$ cat src/lcd_frame_consts.svh
// Offsets, field positions, reset values and pin counts of the segment LCD frame controller.
// What this block does
// - Two-common duty supports both half bias and one-third bias drive.
// - Three- and four-common duty are driven with one-third bias available.
// - Low power waveform latches data and raises frame flag every second frame.
// - Synchronous LCD clock keeps display running in idle and power-save sleep.
// - Timer oscillator clock keeps display running in idle, ADC-noise and power-save.
// - External clock bit with asynchronous clock selected enables external clock buffer.
// - Blanking waits for the next frame start with data update, then grounds all pins, memory kept.
// - Port mask releases unused segment pins to ordinary port function.
// - Common pins unused by the selected duty revert to port function.
// - Memory, blanking and contrast are latched just before each frame with data update; waveform before every frame.
// - Disabled controller returns segment and common pins to port function.
// - Frame flag set at frame start with data update; cleared by one or vector.
// - Waveform selection change takes effect at the next frame start.
// - Duty select 00..11 means static, 1/2, 1/3, 1/4 using commons 0..3.
// - Outside static duty, half bias select one gives half bias, zero gives one-third bias.
`ifndef LCD_FRAME_CONSTS_SVH
`define LCD_FRAME_CONSTS_SVH
// ****************************************************************
// Register offsets.
// ****************************************************************
`define LCD_OFS_CTRL_A    6'h00
`define LCD_OFS_CTRL_B    6'h01
`define LCD_OFS_SLOT_LEN  6'h02
`define LCD_OFS_CONTRAST  6'h03
`define LCD_OFS_ASYNC     6'h04
`define LCD_OFS_STATUS    6'h05
`define LCD_OFS_MEM0      6'h08
// ****************************************************************
// Field positions and reset values.
// ****************************************************************
`define LCD_A_EN          7
`define LCD_A_LP          6
`define LCD_A_FLAG        4
`define LCD_A_IE          3
`define LCD_A_BD          2
`define LCD_A_CCD         1
`define LCD_A_BL          0
`define LCD_B_CS          7
`define LCD_B_HB          6
`define LCD_ASYNC_EXT     0
`define LCD_SLOT_RESET    8'h10
`define LCD_SEGS          25
`define LCD_COMS          4
`endif

$ cat src/lcd_frame_pkg.sv
// Types shared by the segment LCD frame controller.
package lcd_frame_pkg;
  typedef enum logic [2:0] {
    sleep_active     = 3'b000,
    sleep_idle       = 3'b001,
    sleep_adc_nr     = 3'b010,
    sleep_power_down = 3'b011,
    sleep_power_save = 3'b100,
    sleep_standby    = 3'b101
  } sleep_mode_e;
  typedef enum logic {
    st_off = 1'b0,
    st_run = 1'b1
  } lcd_state_e;
  typedef enum logic [1:0] {
    bias_static = 2'b00,
    bias_half   = 2'b01,
    bias_third  = 2'b10
  } bias_e;
endpackage

$ cat src/segment_lcd_frame_control.sv
// Frame timing, latching, blanking and pin ownership of a passive segment LCD driver.
//
// The placing of the registers and register access over Wishbone were left to the implementer.
`timescale 1ns/100ps
`default_nettype none
`include "lcd_frame_consts.svh"
module segment_lcd_frame_control (
  input  wire logic        clock,
  input  wire logic        arst_n,
  input  wire logic        wb_cyc_i,
  input  wire logic        wb_stb_i,
  input  wire logic        wb_we_i,
  input  wire logic [7:0]  wb_adr_i,
  input  wire logic [3:0]  wb_sel_i,
  input  wire logic [31:0] wb_dat_i,
  output var  logic [31:0] wb_dat_o,
  output var  logic        wb_ack_o,
  input  wire logic [2:0]  sleep_mode,
  input  wire logic        irq_vector_taken,
  input  wire logic        timer_osc_in_pin,
  output var  logic        frame_irq,
  output var  logic        ext_clock_buffer_en,
  output var  logic        lcd_clock_run,
  output var  logic [24:0] segment_pin,
  output var  logic [3:0]  common_pin,
  output var  logic [24:0] segment_lcd_mode,
  output var  logic [3:0]  common_lcd_mode,
  output var  logic        pins_grounded,
  output var  logic        wave_polarity,
  output var  logic        low_power_wave,
  output var  logic [1:0]  bias_code,
  output var  logic [7:0]  contrast_level
);
  // ****************************************************************
  // Decoding helpers.
  // ****************************************************************
  function automatic logic [3:0] com_mask(input logic [1:0] duty_select);
    com_mask = 4'hf >> (2'h3 - duty_select);
  endfunction
  function automatic logic [24:0] seg_mask(input logic [2:0] port_mask_select);
    unique case (port_mask_select)
      3'h0: seg_mask = 25'h0001fff;
      3'h1: seg_mask = 25'h0007fff;
      3'h2: seg_mask = 25'h001ffff;
      3'h3: seg_mask = 25'h007ffff;
      3'h4: seg_mask = 25'h01fffff;
      3'h5: seg_mask = 25'h07fffff;
      3'h6: seg_mask = 25'h0ffffff;
      3'h7: seg_mask = 25'h1ffffff;
    endcase
  endfunction
  // ****************************************************************
  // Registers.
  // ****************************************************************
  logic [7:0]  ctrl_a;
  logic [7:0]  ctrl_b;
  logic [7:0]  slot_len;
  logic [7:0]  contrast_ctrl_reg;
  logic        async_status_reg;
  logic [24:0] segment_memory [0:3];
  logic [24:0] mem_latched [0:3];
  logic        blank_latched;
  logic        lp_latched;
  logic        parity;
  logic [1:0]  com_idx;
  logic [7:0]  slot_cnt;
  logic        osc_meta;
  logic        osc_sync;
  logic        osc_prev;
  lcd_frame_pkg::lcd_state_e state;
  logic        access;
  logic        wr;
  logic        display_driver_on;
  logic        async_clock_sel;
  logic [1:0]  duty_select;
  logic        clock_ok;
  logic        tick;
  logic        slot_end;
  logic        frame_start;
  logic        latch_now;
  logic        flag_clear;
  logic [31:0] next_rdata;
  assign access            = wb_cyc_i & wb_stb_i & ~wb_ack_o;
  assign wr                = access & wb_we_i & wb_sel_i[0];
  assign display_driver_on = ctrl_a[`LCD_A_EN];
  assign async_clock_sel   = ctrl_b[`LCD_B_CS];
  assign duty_select       = ctrl_b[5:4];
  // ****************************************************************
  // Bus slave.
  // ****************************************************************
  always_comb begin
    next_rdata = 32'h0000_0000;
    if (wb_adr_i[7:2] >= `LCD_OFS_MEM0 && wb_adr_i[7:2] < `LCD_OFS_MEM0 + 6'h04) begin
      next_rdata = {7'h00, segment_memory[wb_adr_i[3:2]]};
    end else begin
      unique case (wb_adr_i[7:2])
        `LCD_OFS_CTRL_A:   next_rdata = {24'h000000, ctrl_a & 8'hdf};
        `LCD_OFS_CTRL_B:   next_rdata = {24'h000000, ctrl_b & 8'hf7};
        `LCD_OFS_SLOT_LEN: next_rdata = {24'h000000, slot_len};
        `LCD_OFS_CONTRAST: next_rdata = {24'h000000, contrast_ctrl_reg};
        `LCD_OFS_ASYNC:    next_rdata = {31'h00000000, async_status_reg};
        `LCD_OFS_STATUS:   next_rdata = {27'h0000000, blank_latched, parity, state, com_idx};
        default:           next_rdata = 32'h0000_0000;
      endcase
    end
  end
  always_ff @(posedge clock or negedge arst_n) begin
    if (!arst_n) begin
      wb_ack_o <= 1'b0;
      wb_dat_o <= 32'h0000_0000;
    end else begin
      wb_ack_o <= access;
      wb_dat_o <= access ? next_rdata : 32'h0000_0000;
    end
  end
  assign flag_clear = (wr && wb_adr_i[7:2] == `LCD_OFS_CTRL_A && wb_dat_i[`LCD_A_FLAG])
                      || irq_vector_taken;
  always_ff @(posedge clock or negedge arst_n) begin
    if (!arst_n) begin
      ctrl_a            <= 8'h00;
      ctrl_b            <= 8'h00;
      slot_len          <= `LCD_SLOT_RESET;
      contrast_ctrl_reg <= 8'h00;
      async_status_reg  <= 1'b0;
    end else begin
      if (wr && wb_adr_i[7:2] == `LCD_OFS_CTRL_A) begin
        ctrl_a[7:5] <= wb_dat_i[7:5];
        ctrl_a[3:0] <= wb_dat_i[3:0];
      end
      if (latch_now) begin
        ctrl_a[`LCD_A_FLAG] <= 1'b1;
      end else if (flag_clear) begin
        ctrl_a[`LCD_A_FLAG] <= 1'b0;
      end
      if (wr && wb_adr_i[7:2] == `LCD_OFS_CTRL_B) begin
        ctrl_b <= wb_dat_i[7:0];
      end
      if (wr && wb_adr_i[7:2] == `LCD_OFS_SLOT_LEN) begin
        slot_len <= wb_dat_i[7:0];
      end
      if (wr && wb_adr_i[7:2] == `LCD_OFS_CONTRAST) begin
        contrast_ctrl_reg <= wb_dat_i[7:0];
      end
      if (wr && wb_adr_i[7:2] == `LCD_OFS_ASYNC) begin
        async_status_reg <= wb_dat_i[`LCD_ASYNC_EXT];
      end
    end
  end
  always_ff @(posedge clock or negedge arst_n) begin
    if (!arst_n) begin
      for (int i = 0; i < `LCD_COMS; i++) begin
        segment_memory[i] <= 25'h0000000;
      end
    end else if (wr && wb_adr_i[7:2] >= `LCD_OFS_MEM0
                 && wb_adr_i[7:2] < `LCD_OFS_MEM0 + 6'h04) begin
      segment_memory[wb_adr_i[3:2]] <= wb_dat_i[24:0];
    end
  end
  // ****************************************************************
  // Clock source and sleep behaviour.
  // ****************************************************************
  always_ff @(posedge clock or negedge arst_n) begin
    if (!arst_n) begin
      osc_meta <= 1'b0;
      osc_sync <= 1'b0;
      osc_prev <= 1'b0;
    end else begin
      osc_meta <= timer_osc_in_pin;
      osc_sync <= osc_meta;
      osc_prev <= osc_sync;
    end
  end
  always_comb begin
    if (async_clock_sel) begin
      clock_ok = sleep_mode == lcd_frame_pkg::sleep_active || sleep_mode == lcd_frame_pkg::sleep_idle
                 || sleep_mode == lcd_frame_pkg::sleep_adc_nr
                 || sleep_mode == lcd_frame_pkg::sleep_power_save;
    end else begin
      clock_ok = sleep_mode == lcd_frame_pkg::sleep_active || sleep_mode == lcd_frame_pkg::sleep_idle
                 || sleep_mode == lcd_frame_pkg::sleep_power_save;
    end
  end
  assign tick = clock_ok & (async_clock_sel ? (osc_sync & ~osc_prev) : 1'b1);
  always_ff @(posedge clock or negedge arst_n) begin
    if (!arst_n) begin
      ext_clock_buffer_en <= 1'b0;
      lcd_clock_run       <= 1'b0;
    end else begin
      ext_clock_buffer_en <= async_status_reg & async_clock_sel;
      lcd_clock_run       <= display_driver_on & clock_ok;
    end
  end
  // ****************************************************************
  // Frame sequencer.
  // ****************************************************************
  assign slot_end    = state == lcd_frame_pkg::st_run && tick && slot_cnt >= slot_len;
  assign frame_start = (state == lcd_frame_pkg::st_off && display_driver_on)
                       || (slot_end && com_idx >= duty_select && display_driver_on);
  assign latch_now   = frame_start && (!ctrl_a[`LCD_A_LP] || !parity);
  always_ff @(posedge clock or negedge arst_n) begin
    if (!arst_n) begin
      state    <= lcd_frame_pkg::st_off;
      com_idx  <= 2'h0;
      slot_cnt <= 8'h00;
    end else if (!display_driver_on) begin
      state    <= lcd_frame_pkg::st_off;
      com_idx  <= 2'h0;
      slot_cnt <= 8'h00;
    end else begin
      unique case (state)
        lcd_frame_pkg::st_off: begin
          state <= lcd_frame_pkg::st_run;
        end
        lcd_frame_pkg::st_run: begin
          if (slot_end) begin
            slot_cnt <= 8'h00;
            com_idx  <= frame_start ? 2'h0 : com_idx + 2'h1;
          end else if (tick) begin
            slot_cnt <= slot_cnt + 8'h01;
          end
        end
      endcase
    end
  end
  always_ff @(posedge clock or negedge arst_n) begin
    if (!arst_n) begin
      parity        <= 1'b0;
      lp_latched    <= 1'b0;
      blank_latched <= 1'b0;
      wave_polarity <= 1'b0;
      contrast_level <= 8'h00;
      for (int i = 0; i < `LCD_COMS; i++) begin
        mem_latched[i] <= 25'h0000000;
      end
    end else if (frame_start) begin
      lp_latched    <= ctrl_a[`LCD_A_LP];
      parity        <= ctrl_a[`LCD_A_LP] ? ~parity : 1'b0;
      wave_polarity <= ~wave_polarity;
      if (latch_now) begin
        blank_latched  <= ctrl_a[`LCD_A_BL];
        contrast_level <= contrast_ctrl_reg;
        for (int i = 0; i < `LCD_COMS; i++) begin
          mem_latched[i] <= segment_memory[i];
        end
      end
    end
  end
  // ****************************************************************
  // Pin drive.
  // ****************************************************************
  logic        running;
  logic        dark;
  logic [24:0] seg_owned;
  assign seg_owned = seg_mask(ctrl_b[2:0]);
  assign running = display_driver_on && state == lcd_frame_pkg::st_run;
  assign dark    = !running || blank_latched;
  generate
    for (genvar s = 0; s < `LCD_SEGS; s++) begin : g_seg
      always_ff @(posedge clock or negedge arst_n) begin
        if (!arst_n) begin
          segment_pin[s]      <= 1'b0;
          segment_lcd_mode[s] <= 1'b0;
        end else begin
          segment_lcd_mode[s] <= display_driver_on & seg_owned[s];
          segment_pin[s]      <= !dark & mem_latched[com_idx][s];
        end
      end
    end
  endgenerate
  always_ff @(posedge clock or negedge arst_n) begin
    if (!arst_n) begin
      common_pin      <= 4'h0;
      common_lcd_mode <= 4'h0;
      pins_grounded   <= 1'b0;
      frame_irq       <= 1'b0;
      low_power_wave  <= 1'b0;
      bias_code       <= lcd_frame_pkg::bias_static;
    end else begin
      common_lcd_mode <= display_driver_on ? com_mask(duty_select) : 4'h0;
      common_pin      <= dark ? 4'h0 : 4'h1 << com_idx;
      pins_grounded   <= running & blank_latched;
      frame_irq       <= ctrl_a[`LCD_A_FLAG] & ctrl_a[`LCD_A_IE];
      low_power_wave  <= lp_latched;
      if (duty_select == 2'h0) begin
        bias_code <= lcd_frame_pkg::bias_static;
      end else if (ctrl_b[`LCD_B_HB]) begin
        bias_code <= lcd_frame_pkg::bias_half;
      end else begin
        bias_code <= lcd_frame_pkg::bias_third;
      end
    end
  end
  // ****************************************************************
  // Checks.
  // ****************************************************************
  chk_flag_on_latch: assert property (@(posedge clock) disable iff (!arst_n)
    latch_now |=> ctrl_a[`LCD_A_FLAG]) else $error("Frame flag not set at latch.");
  chk_lp_skip: assert property (@(posedge clock) disable iff (!arst_n)
    frame_start && ctrl_a[`LCD_A_LP] && parity
    |=> $stable(contrast_level) && $stable(blank_latched) && $stable(mem_latched[0]))
    else $error("Low power waveform latched on odd frame.");
  chk_flag_clear: assert property (@(posedge clock) disable iff (!arst_n)
    irq_vector_taken && !latch_now |=> !ctrl_a[`LCD_A_FLAG])
    else $error("Frame flag not cleared.");
  chk_blank_ground: assert property (@(posedge clock) disable iff (!arst_n)
    running && blank_latched |=> segment_pin == 25'h0 && common_pin == 4'h0 && pins_grounded)
    else $error("Blanked display still drives pins.");
  chk_off_port: assert property (@(posedge clock) disable iff (!arst_n)
    !display_driver_on |=> segment_lcd_mode == 25'h0 && common_lcd_mode == 4'h0)
    else $error("Disabled controller still owns pins.");
  chk_com_release: assert property (@(posedge clock) disable iff (!arst_n)
    display_driver_on |=> common_lcd_mode == com_mask($past(duty_select)))
    else $error("Common pin ownership wrong for duty.");
  chk_seg_mask: assert property (@(posedge clock) disable iff (!arst_n)
    display_driver_on && ctrl_b[2:0] == 3'h0 |=> segment_lcd_mode[24:13] == 12'h000)
    else $error("Masked segment pin still owned.");
  chk_half_bias: assert property (@(posedge clock) disable iff (!arst_n)
    duty_select == 2'h1 && ctrl_b[`LCD_B_HB] |=> bias_code == lcd_frame_pkg::bias_half)
    else $error("Half bias not applied.");
  chk_ext_buffer: assert property (@(posedge clock) disable iff (!arst_n)
    async_status_reg && async_clock_sel |=> ext_clock_buffer_en)
    else $error("External clock buffer not enabled.");
  chk_sync_sleep: assert property (@(posedge clock) disable iff (!arst_n)
    !async_clock_sel && sleep_mode == lcd_frame_pkg::sleep_power_down |-> !tick)
    else $error("Synchronous LCD clock ran in power-down.");
endmodule // segment_lcd_frame_control
`default_nettype wire
$ cat config.mk
export PLATFORM = sky130hd
export DESIGN_NAME = segment_lcd_frame_control
export DESIGN_NICKNAME = d
export VERILOG_FILES = /design/src/lcd_frame_pkg.sv /design/src/segment_lcd_frame_control.sv
export VERILOG_INCLUDE_DIRS = /design/src /design/src/src
export SDC_FILE = /design/constraint.sdc
export NUM_CORES = 1
export LEC_CHECK = 0
export ABC_AREA = 1
export BUFFER_PORTS_ARGS = -buffer_cell sky130_fd_sc_hd__buf_2
export CORE_MARGIN = 5
export CORE_UTILIZATION = 35
export CTS_BUF_LIST = sky130_fd_sc_hd__clkbuf_16
export CTS_CLUSTER_DIAMETER = 80
export DETAILED_ROUTE_END_ITERATION = 10
export GPL_ROUTABILITY_DRIVEN = 0
export PLACE_DENSITY_LB_ADDON = 0.12
export SETUP_SLACK_MARGIN = 0.1
export SYNTH_ARGS = -nofsm -noshare
export SYNTH_HDL_FRONTEND = slang
export SYNTH_SLANG_ARGS = --single-unit
$ cat constraint.sdc
create_clock -name clock -period 3.3 [get_ports clock]
set_clock_uncertainty 0.1 [all_clocks]
set_input_delay 0.495 -clock clock [delete_from_list [all_inputs] [get_ports clock]]
set_output_delay 0.495 -clock clock [all_outputs]
set_load 0.05 [all_outputs]
Word-level counts from Yosys, hierarchy flattened
Memories as Yosys holds them, arrays and structs flattened.
Cells that the tools add are included.
W data, S select, Z words.
Cells by class
  add/subtract/negate cells: 3
  $lt $le $gt $ge: 7
  equal/unequal tests: 11
  shift operators: 2
  multiplexer cells: 30
  bitwise logic cells: 67
  reductions and logical operators: 36
Operators with widths (count)
  $mux W25: 5
  $bmux W25 S2: 2
  $bwmux W100: 1
  $mux W32: 2
  $demux W25 S2: 1
  $pmux W8 S6: 1
  $and A1 B1 Y1: 47
  $mux W8: 4
  $logic_and A1 B1 Y1: 17
  $and A1 B1 Y1 const B: 13
  $eq A6 B2 Y1 const B: 2
  $eq A6 B3 Y1 const B: 2
  $mux W2: 6
  $add A8 B1 Y8 const B: 1
  $ge A8 B8 Y1: 1
  $logic_or A1 B1 Y1: 8
  $mux W4: 2
  $eq A6 B1 Y1 const B: 1
  $ge A3 B3 Y1 const B: 2
  $ge A6 B4 Y1 const B: 1
  $logic_not A6 Y1: 1
  $lt A6 B4 Y1 const B: 1
  $mux W1: 6
  $not A2 Y3: 2
  other kinds (17): 27
Word-level totals
  flip-flop bits (word level): 357
  ROM bits: 96
  input port bits: 54
  logic and storage cells: 242
  memories kept: 1
Memories
  (no name shown): depth 8, width 12, read ports 1, clocked after memory_dff 0, write ports 0, line segment_lcd_frame_control.sv:41  | unique case (port_mask_select)

Logic depth before layout (Yosys ltp)
  depth in word-level cells: 15
  mapped depth: 16

Worst setup path after synthesis
OpenSTA, ideal clock, no wires.
  kind: flip-flop to flip-flop
  from: register com_idx[0]
  to: register contrast_level[0]
  setup time: 66 ps
  arrival time: 2152 ps
  path slack: 982 ps
  cell stages (with the launch flop): 16
  buffers on the path: 4
  clock period less this slack: 2318 ps
  cells stage by stage: dfrtp_1 clkbuf_1 inv_1 clkbuf_1 ha_1 o21ai_0 nand2_1 nand2_1 inv_1 nand3_1 nand2_2 nand2_2 buf_6 buf_6 nand2_1 nand2_1
On the way
  longest elaborated chain between the ends: 6
RTL lines
  start, declared: line segment_lcd_frame_control.sv:65  | logic [1:0] com_idx;
  start signal, assigned: line segment_lcd_frame_control.sv:217  | com_idx <= frame_start ? 2'h0 : com_idx + 2'h1;
  $ge A2 B2 Y1 (*): line segment_lcd_frame_control.sv:198  | || (slot_end && com_idx >= duty_select && display_driver_on);
  $logic_and A1 B1 Y1 (*) (2 in a row): line segment_lcd_frame_control.sv:198
  $logic_or A1 B1 Y1 (*): line segment_lcd_frame_control.sv:198
  $logic_and A1 B1 Y1: line segment_lcd_frame_control.sv:199  | assign latch_now = frame_start && (!ctrl_a[`LCD_A_LP] || !parity);
  $reduce_and A2 Y1 (no line) (*)
  end signal, assigned: line segment_lcd_frame_control.sv:241  | contrast_level <= contrast_ctrl_reg;
  end, declared: line segment_lcd_frame_control.sv:32  | output var logic [7:0] contrast_level
Every way passes the cells marked *; elsewhere a longest branch is shown, timed or not.
A chain may end at the register's enable or synchronous reset.

Final worst setup path
  from: register slot_len[3]
  to: register mem_latched[23] (netlist bit)
On the way
  longest elaborated chain between the ends: 7
RTL lines
  start, declared: line segment_lcd_frame_control.sv:57  | logic [7:0] slot_len;
  start signal, assigned: line segment_lcd_frame_control.sv:122  | slot_len <= `LCD_SLOT_RESET;
  start signal, assigned: line segment_lcd_frame_control.sv:139  | slot_len <= wb_dat_i[7:0];
  $ge A8 B8 Y1 (*): line segment_lcd_frame_control.sv:196  | assign slot_end = state == lcd_frame_pkg::st_run && tick && slot_cnt >= slot_len;
  $logic_and A1 B1 Y1 (*): line segment_lcd_frame_control.sv:196
  $logic_and A1 B1 Y1 (*) (2 in a row): line segment_lcd_frame_control.sv:198
  $logic_or A1 B1 Y1 (*): line segment_lcd_frame_control.sv:198
  $logic_and A1 B1 Y1: line segment_lcd_frame_control.sv:199
  $reduce_and A2 Y1 (no line) (*)
  end signal, assigned by index: line segment_lcd_frame_control.sv:243  | mem_latched[i] <= segment_memory[i];
  end, declared: line segment_lcd_frame_control.sv:61  | logic [24:0] mem_latched [0:3];
Marks and branches as above.

==> impl_metrics.py <==
metrics = {
    "critical_path": {
        "cp.arrival_ns": 2.77,
        "cpMostUsedCell": "nand2_1",
        "critical_path_class": "flip-flop to flip-flop",
        "end_kind": "flip-flop",
        "cp_slowest_stage_delay_ns": 0.44,
        "crit_path_start_kind": "flip-flop",
        "critical_path_required_ns": 3.65,
        "crit_family": "simple AND/OR/NAND/NOR gates",
        "critPathBufInv": 2,
        "crit_chain": "inv_1 > ha_1 > nand2_1 > nor2_1 > nor2_1 > nand2_1 > nand2_1 > nand2_1 > nand3_1 > nand2_4 > nand2_4 > buf_12 > nand2_1 > nand2_1",
        "crit_fanout": 77,
        "slowest_stage": "dfrtp_1",
    },
    "global_routing": {
        "grt_max_degree": 78,
        "grt_pass1_vias": 11062,
        "overflow": 0,
        "grt_first_pass_wirelength_um": 64800,
        "grtUsageTotal": 0.183,
        "antenna_found_initial": 0,
    },
    "power_and_ir_drop": {
        "comb_power_share": 0.051,
        "p_clk_frac": 0.457,
        "total_power_uw": 8430,
        "pwr-share-seq": 0.492,
        "p_sw_uw": 2020,
        "leakage_uw": 0.00828,
        "ir_drop_uv": 310,
        "power.density_nw_per_um2": 515,
        "swShare": 0.239,
        "p_int_uw": 6410,
    },
    "route": {
        "viasPerCell": 4.84,
        "route.detailed.drc": 0,
        "drt_first_pass_iters": 5,
        "vias": 10942,
        "ant_nets": 0,
        "drt_iter0_drc": 681,
        "wl_per_cell_um": 18.0,
        "finalWirelength_um": 40600,
    },
    "synthesis": {
        "syn-cell-area_um2": 14100,
        "syn_avg_cell_area_um2": 8.85,
        "synthFlopType": "dfrtp_1",
        "yosys_warnings": 0,
        "synth_edf_count": 0,
        "synthCells": 1594,
        "async_flop_share": 1.00,
        "ys_seq_area_frac": 0.584,
        "synth-seq-cells": 329,
        "yosysUniqueCellTypes": 36,
    },
    "floorplan": {
        "die-width_um": 211,
        "start_util": 0.354,
        "coreArea_um2": 39800,
        "die-area_um2": 44400,
        "rows": 73,
        "die_h_um": 211,
        "io_pins": 161,
    },
    "clocking": {
        "cts_max_path_buffers": 3,
        "post_cts_buffers": 0,
        "cts_root_buf": "clkbuf_16",
        "cts_resized": 0,
        "path_clk_slew_ns": 0.06,
        "ctsHoldBuffers": 2,
        "clkLatencyLatePin_ns": 0.53,
        "htreeDepth": 2,
        "cts.sinks": 329,
        "cts_tree": "built",
        "numCtsBuffers": 37,
    },
    "layout": {
        "top_regs": "mem_latched: 100 flops, segment_memory: 100 flops",
        "nFillCells": 4098,
        "n_antenna_cell": 0,
        "regArea_um2": 8240,
        "drive_gt1_frac": 0.146,
        "syn_to_final_growth_pct": 16.1,
        "final_cell_area_um2": 16400,
        "nets": 1776,
        "fin_cells": 2260,
        "multi_input_area_um2": 4930,
    },
    "sta": {
        "final.period_utilization": 0.732,
        "relSlewSlack": 0.507,
        "period_minus_slack_ns": 2.42,
        "setup_tns_ns": 0,
        "worst_slew_pin_slew_ns": 0.740,
        "fmax_mhz": 414,
        "setup_viol": 0,
        "drv_slew": 0,
        "rsz0062_at_grt": "no",
        "final_hold_viol_count": 0,
    },
    "place": {
        "hpwl_um": 26000,
        "portBuffers": 141,
        "dp_cells": 2191,
        "placed_area_um2": 15200,
    },
    "job": {
        "maxCapViolCount": 0,
    },
    "min_path": {
        "hp-class": "input pin to flip-flop",
    },
    "outcome": {
        "status": "finished, final reports clean",
    },
}
[worst register-to-register path: stages (launching register included)]
cell	delay (ns)
dfrtp_1	0.44
inv_1	0.07
ha_1	0.30
nand2_1	0.09
nor2_1	0.05
nor2_1	0.07
nand2_1	0.06
nand2_1	0.05
nand2_1	0.09
nand3_1	0.13
nand2_4	0.19
nand2_4	0.13
buf_12	0.31
nand2_1	0.20
nand2_1	0.07
[area by class of cell]
cell class	count	area share
Sequential cell	329	0.503
Multi-Input combinational cell	1072	0.301
Timing Repair Buffer	182	0.0681
Clock buffer	39	0.0596
Tap cell	525	0.0401
Inverter	85	0.0195
Clock inverter	28	0.00878
[worst paths after layout]
path / from / endpoint / slack (ns) / cells past startpoint
worst max-delay path: slot_len[3] / mem_latched[23] / 0.88 / 14
max in group asynchronous: arst_n / segment_memory[15] / 1.89 / 3
worst max register to register: slot_len[3] / mem_latched[23] / 0.88 / 14
worst min register to register: osc_meta / osc_sync / 0.24 / 0
min in group asynchronous: arst_n / contrast_ctrl_reg[2] / 0.46 / 2
worst min-delay path: irq_vector_taken / ctrl_a[4] / 0.16 / 4
[cell usage after synthesis (3+ instances only)]
| library cell | instances | share of area |
|---|---|---|
| inv_1 | 77 | 0.020 |
| ha_1 | 15 | 0.013 |
| nor2_2 | 3 | 0.0013 |
| xor2_1 | 3 | 0.0019 |
| dfrtp_1 | 328 | 0.58 |
| buf_6 | 12 | 0.0096 |
| a22oi_1 | 20 | 0.011 |
| nand3_1 | 119 | 0.042 |
| nand2_1 | 468 | 0.12 |
| buf_2 | 23 | 0.0082 |
| a21oi_1 | 39 | 0.014 |
| inv_2 | 6 | 0.0016 |
| buf_4 | 31 | 0.016 |
| nand4_1 | 4 | 0.0018 |
| nand2_2 | 6 | 0.0027 |
| nor2_4 | 6 | 0.0048 |
| o21ai_0 | 164 | 0.058 |
| o21ai_1 | 36 | 0.013 |
| nor2_1 | 133 | 0.035 |
| o22ai_1 | 15 | 0.0067 |
| clkbuf_1 | 46 | 0.012 |
| a31oi_1 | 18 | 0.0080 |
| nor3_1 | 4 | 0.0014 |
| o211ai_1 | 3 | 0.0016 |
[routing by layer]
metal	part of all wire	track usage	vias to the layer above
li1	-	-	5401
met1	0.47	0.257	5269
met2	0.47	0.301	212
met3	0.037	0.0264	60
met4	0.019	0.0440	0
met5	0	0	-
[cells in the final DEF, fill, tap and decap left out, types with 6 or more instances in the layout]
cell / synthesis / final
buf_12: 0 / 7
nand3_1: 119 / 119
o22ai_1: 15 / 15
ha_1: 15 / 15
clkinv_1: 2 / 15
a21oi_1: 39 / 39
a31oi_1: 18 / 18
nand2_1: 468 / 467
buf_2: 23 / 140
nor2_4: 6 / 6
o21ai_1: 36 / 36
buf_4: 31 / 32
conb_1: 1 / 7
nor2_1: 133 / 133
inv_2: 6 / 6
o21ai_0: 164 / 164
clkbuf_16: 0 / 39
a22oi_1: 20 / 20
clkinv_2: 0 / 6
dfrtp_1: 328 / 327
inv_1: 77 / 84
[stage by stage]
stage | hold slack [ns] | utilization | setup WS [ns]
finish | 0.157 | 0.411 | 0.884
CTS | 0.135 | 0.411 | 0.880
global route | 0.145 | 0.411 | 0.634
global placement | 0.232 | 0.383 | 0.832
floorplan | 0.0994 | - | 0.982
detailed placement | 0.236 | 0.383 | 0.809
[cell families after synthesis]
logic type / count (synthesis) / synth area share
AO/OA/AOI/OAI: 301 / 0.115
buffers and inverters: 199 / 0.0696
AND/OR/NAND/NOR: 746 / 0.216
adder cells (fa/ha/maj): 15 / 0.0133
other: 1 / 0.000266
flip-flops: 329 / 0.584
XOR/XNOR: 3 / 0.00186
[power by group through the flow]
| stage | registers, µW | clock network [µW] | logic (µW) |
|---|---|---|---|
| final | 4150 | 3850 | 429 |
| after global routing | 4160 | 4100 | 483 |
| after floorplan | 4240 | 0 | 203 |
| after CTS | 4150 | 3970 | 439 |
| after detailed placement | 4220 | 0 | 437 |
| after global placement | 4220 | 0 | 434 |
Power figures use the tool's default switching activity.
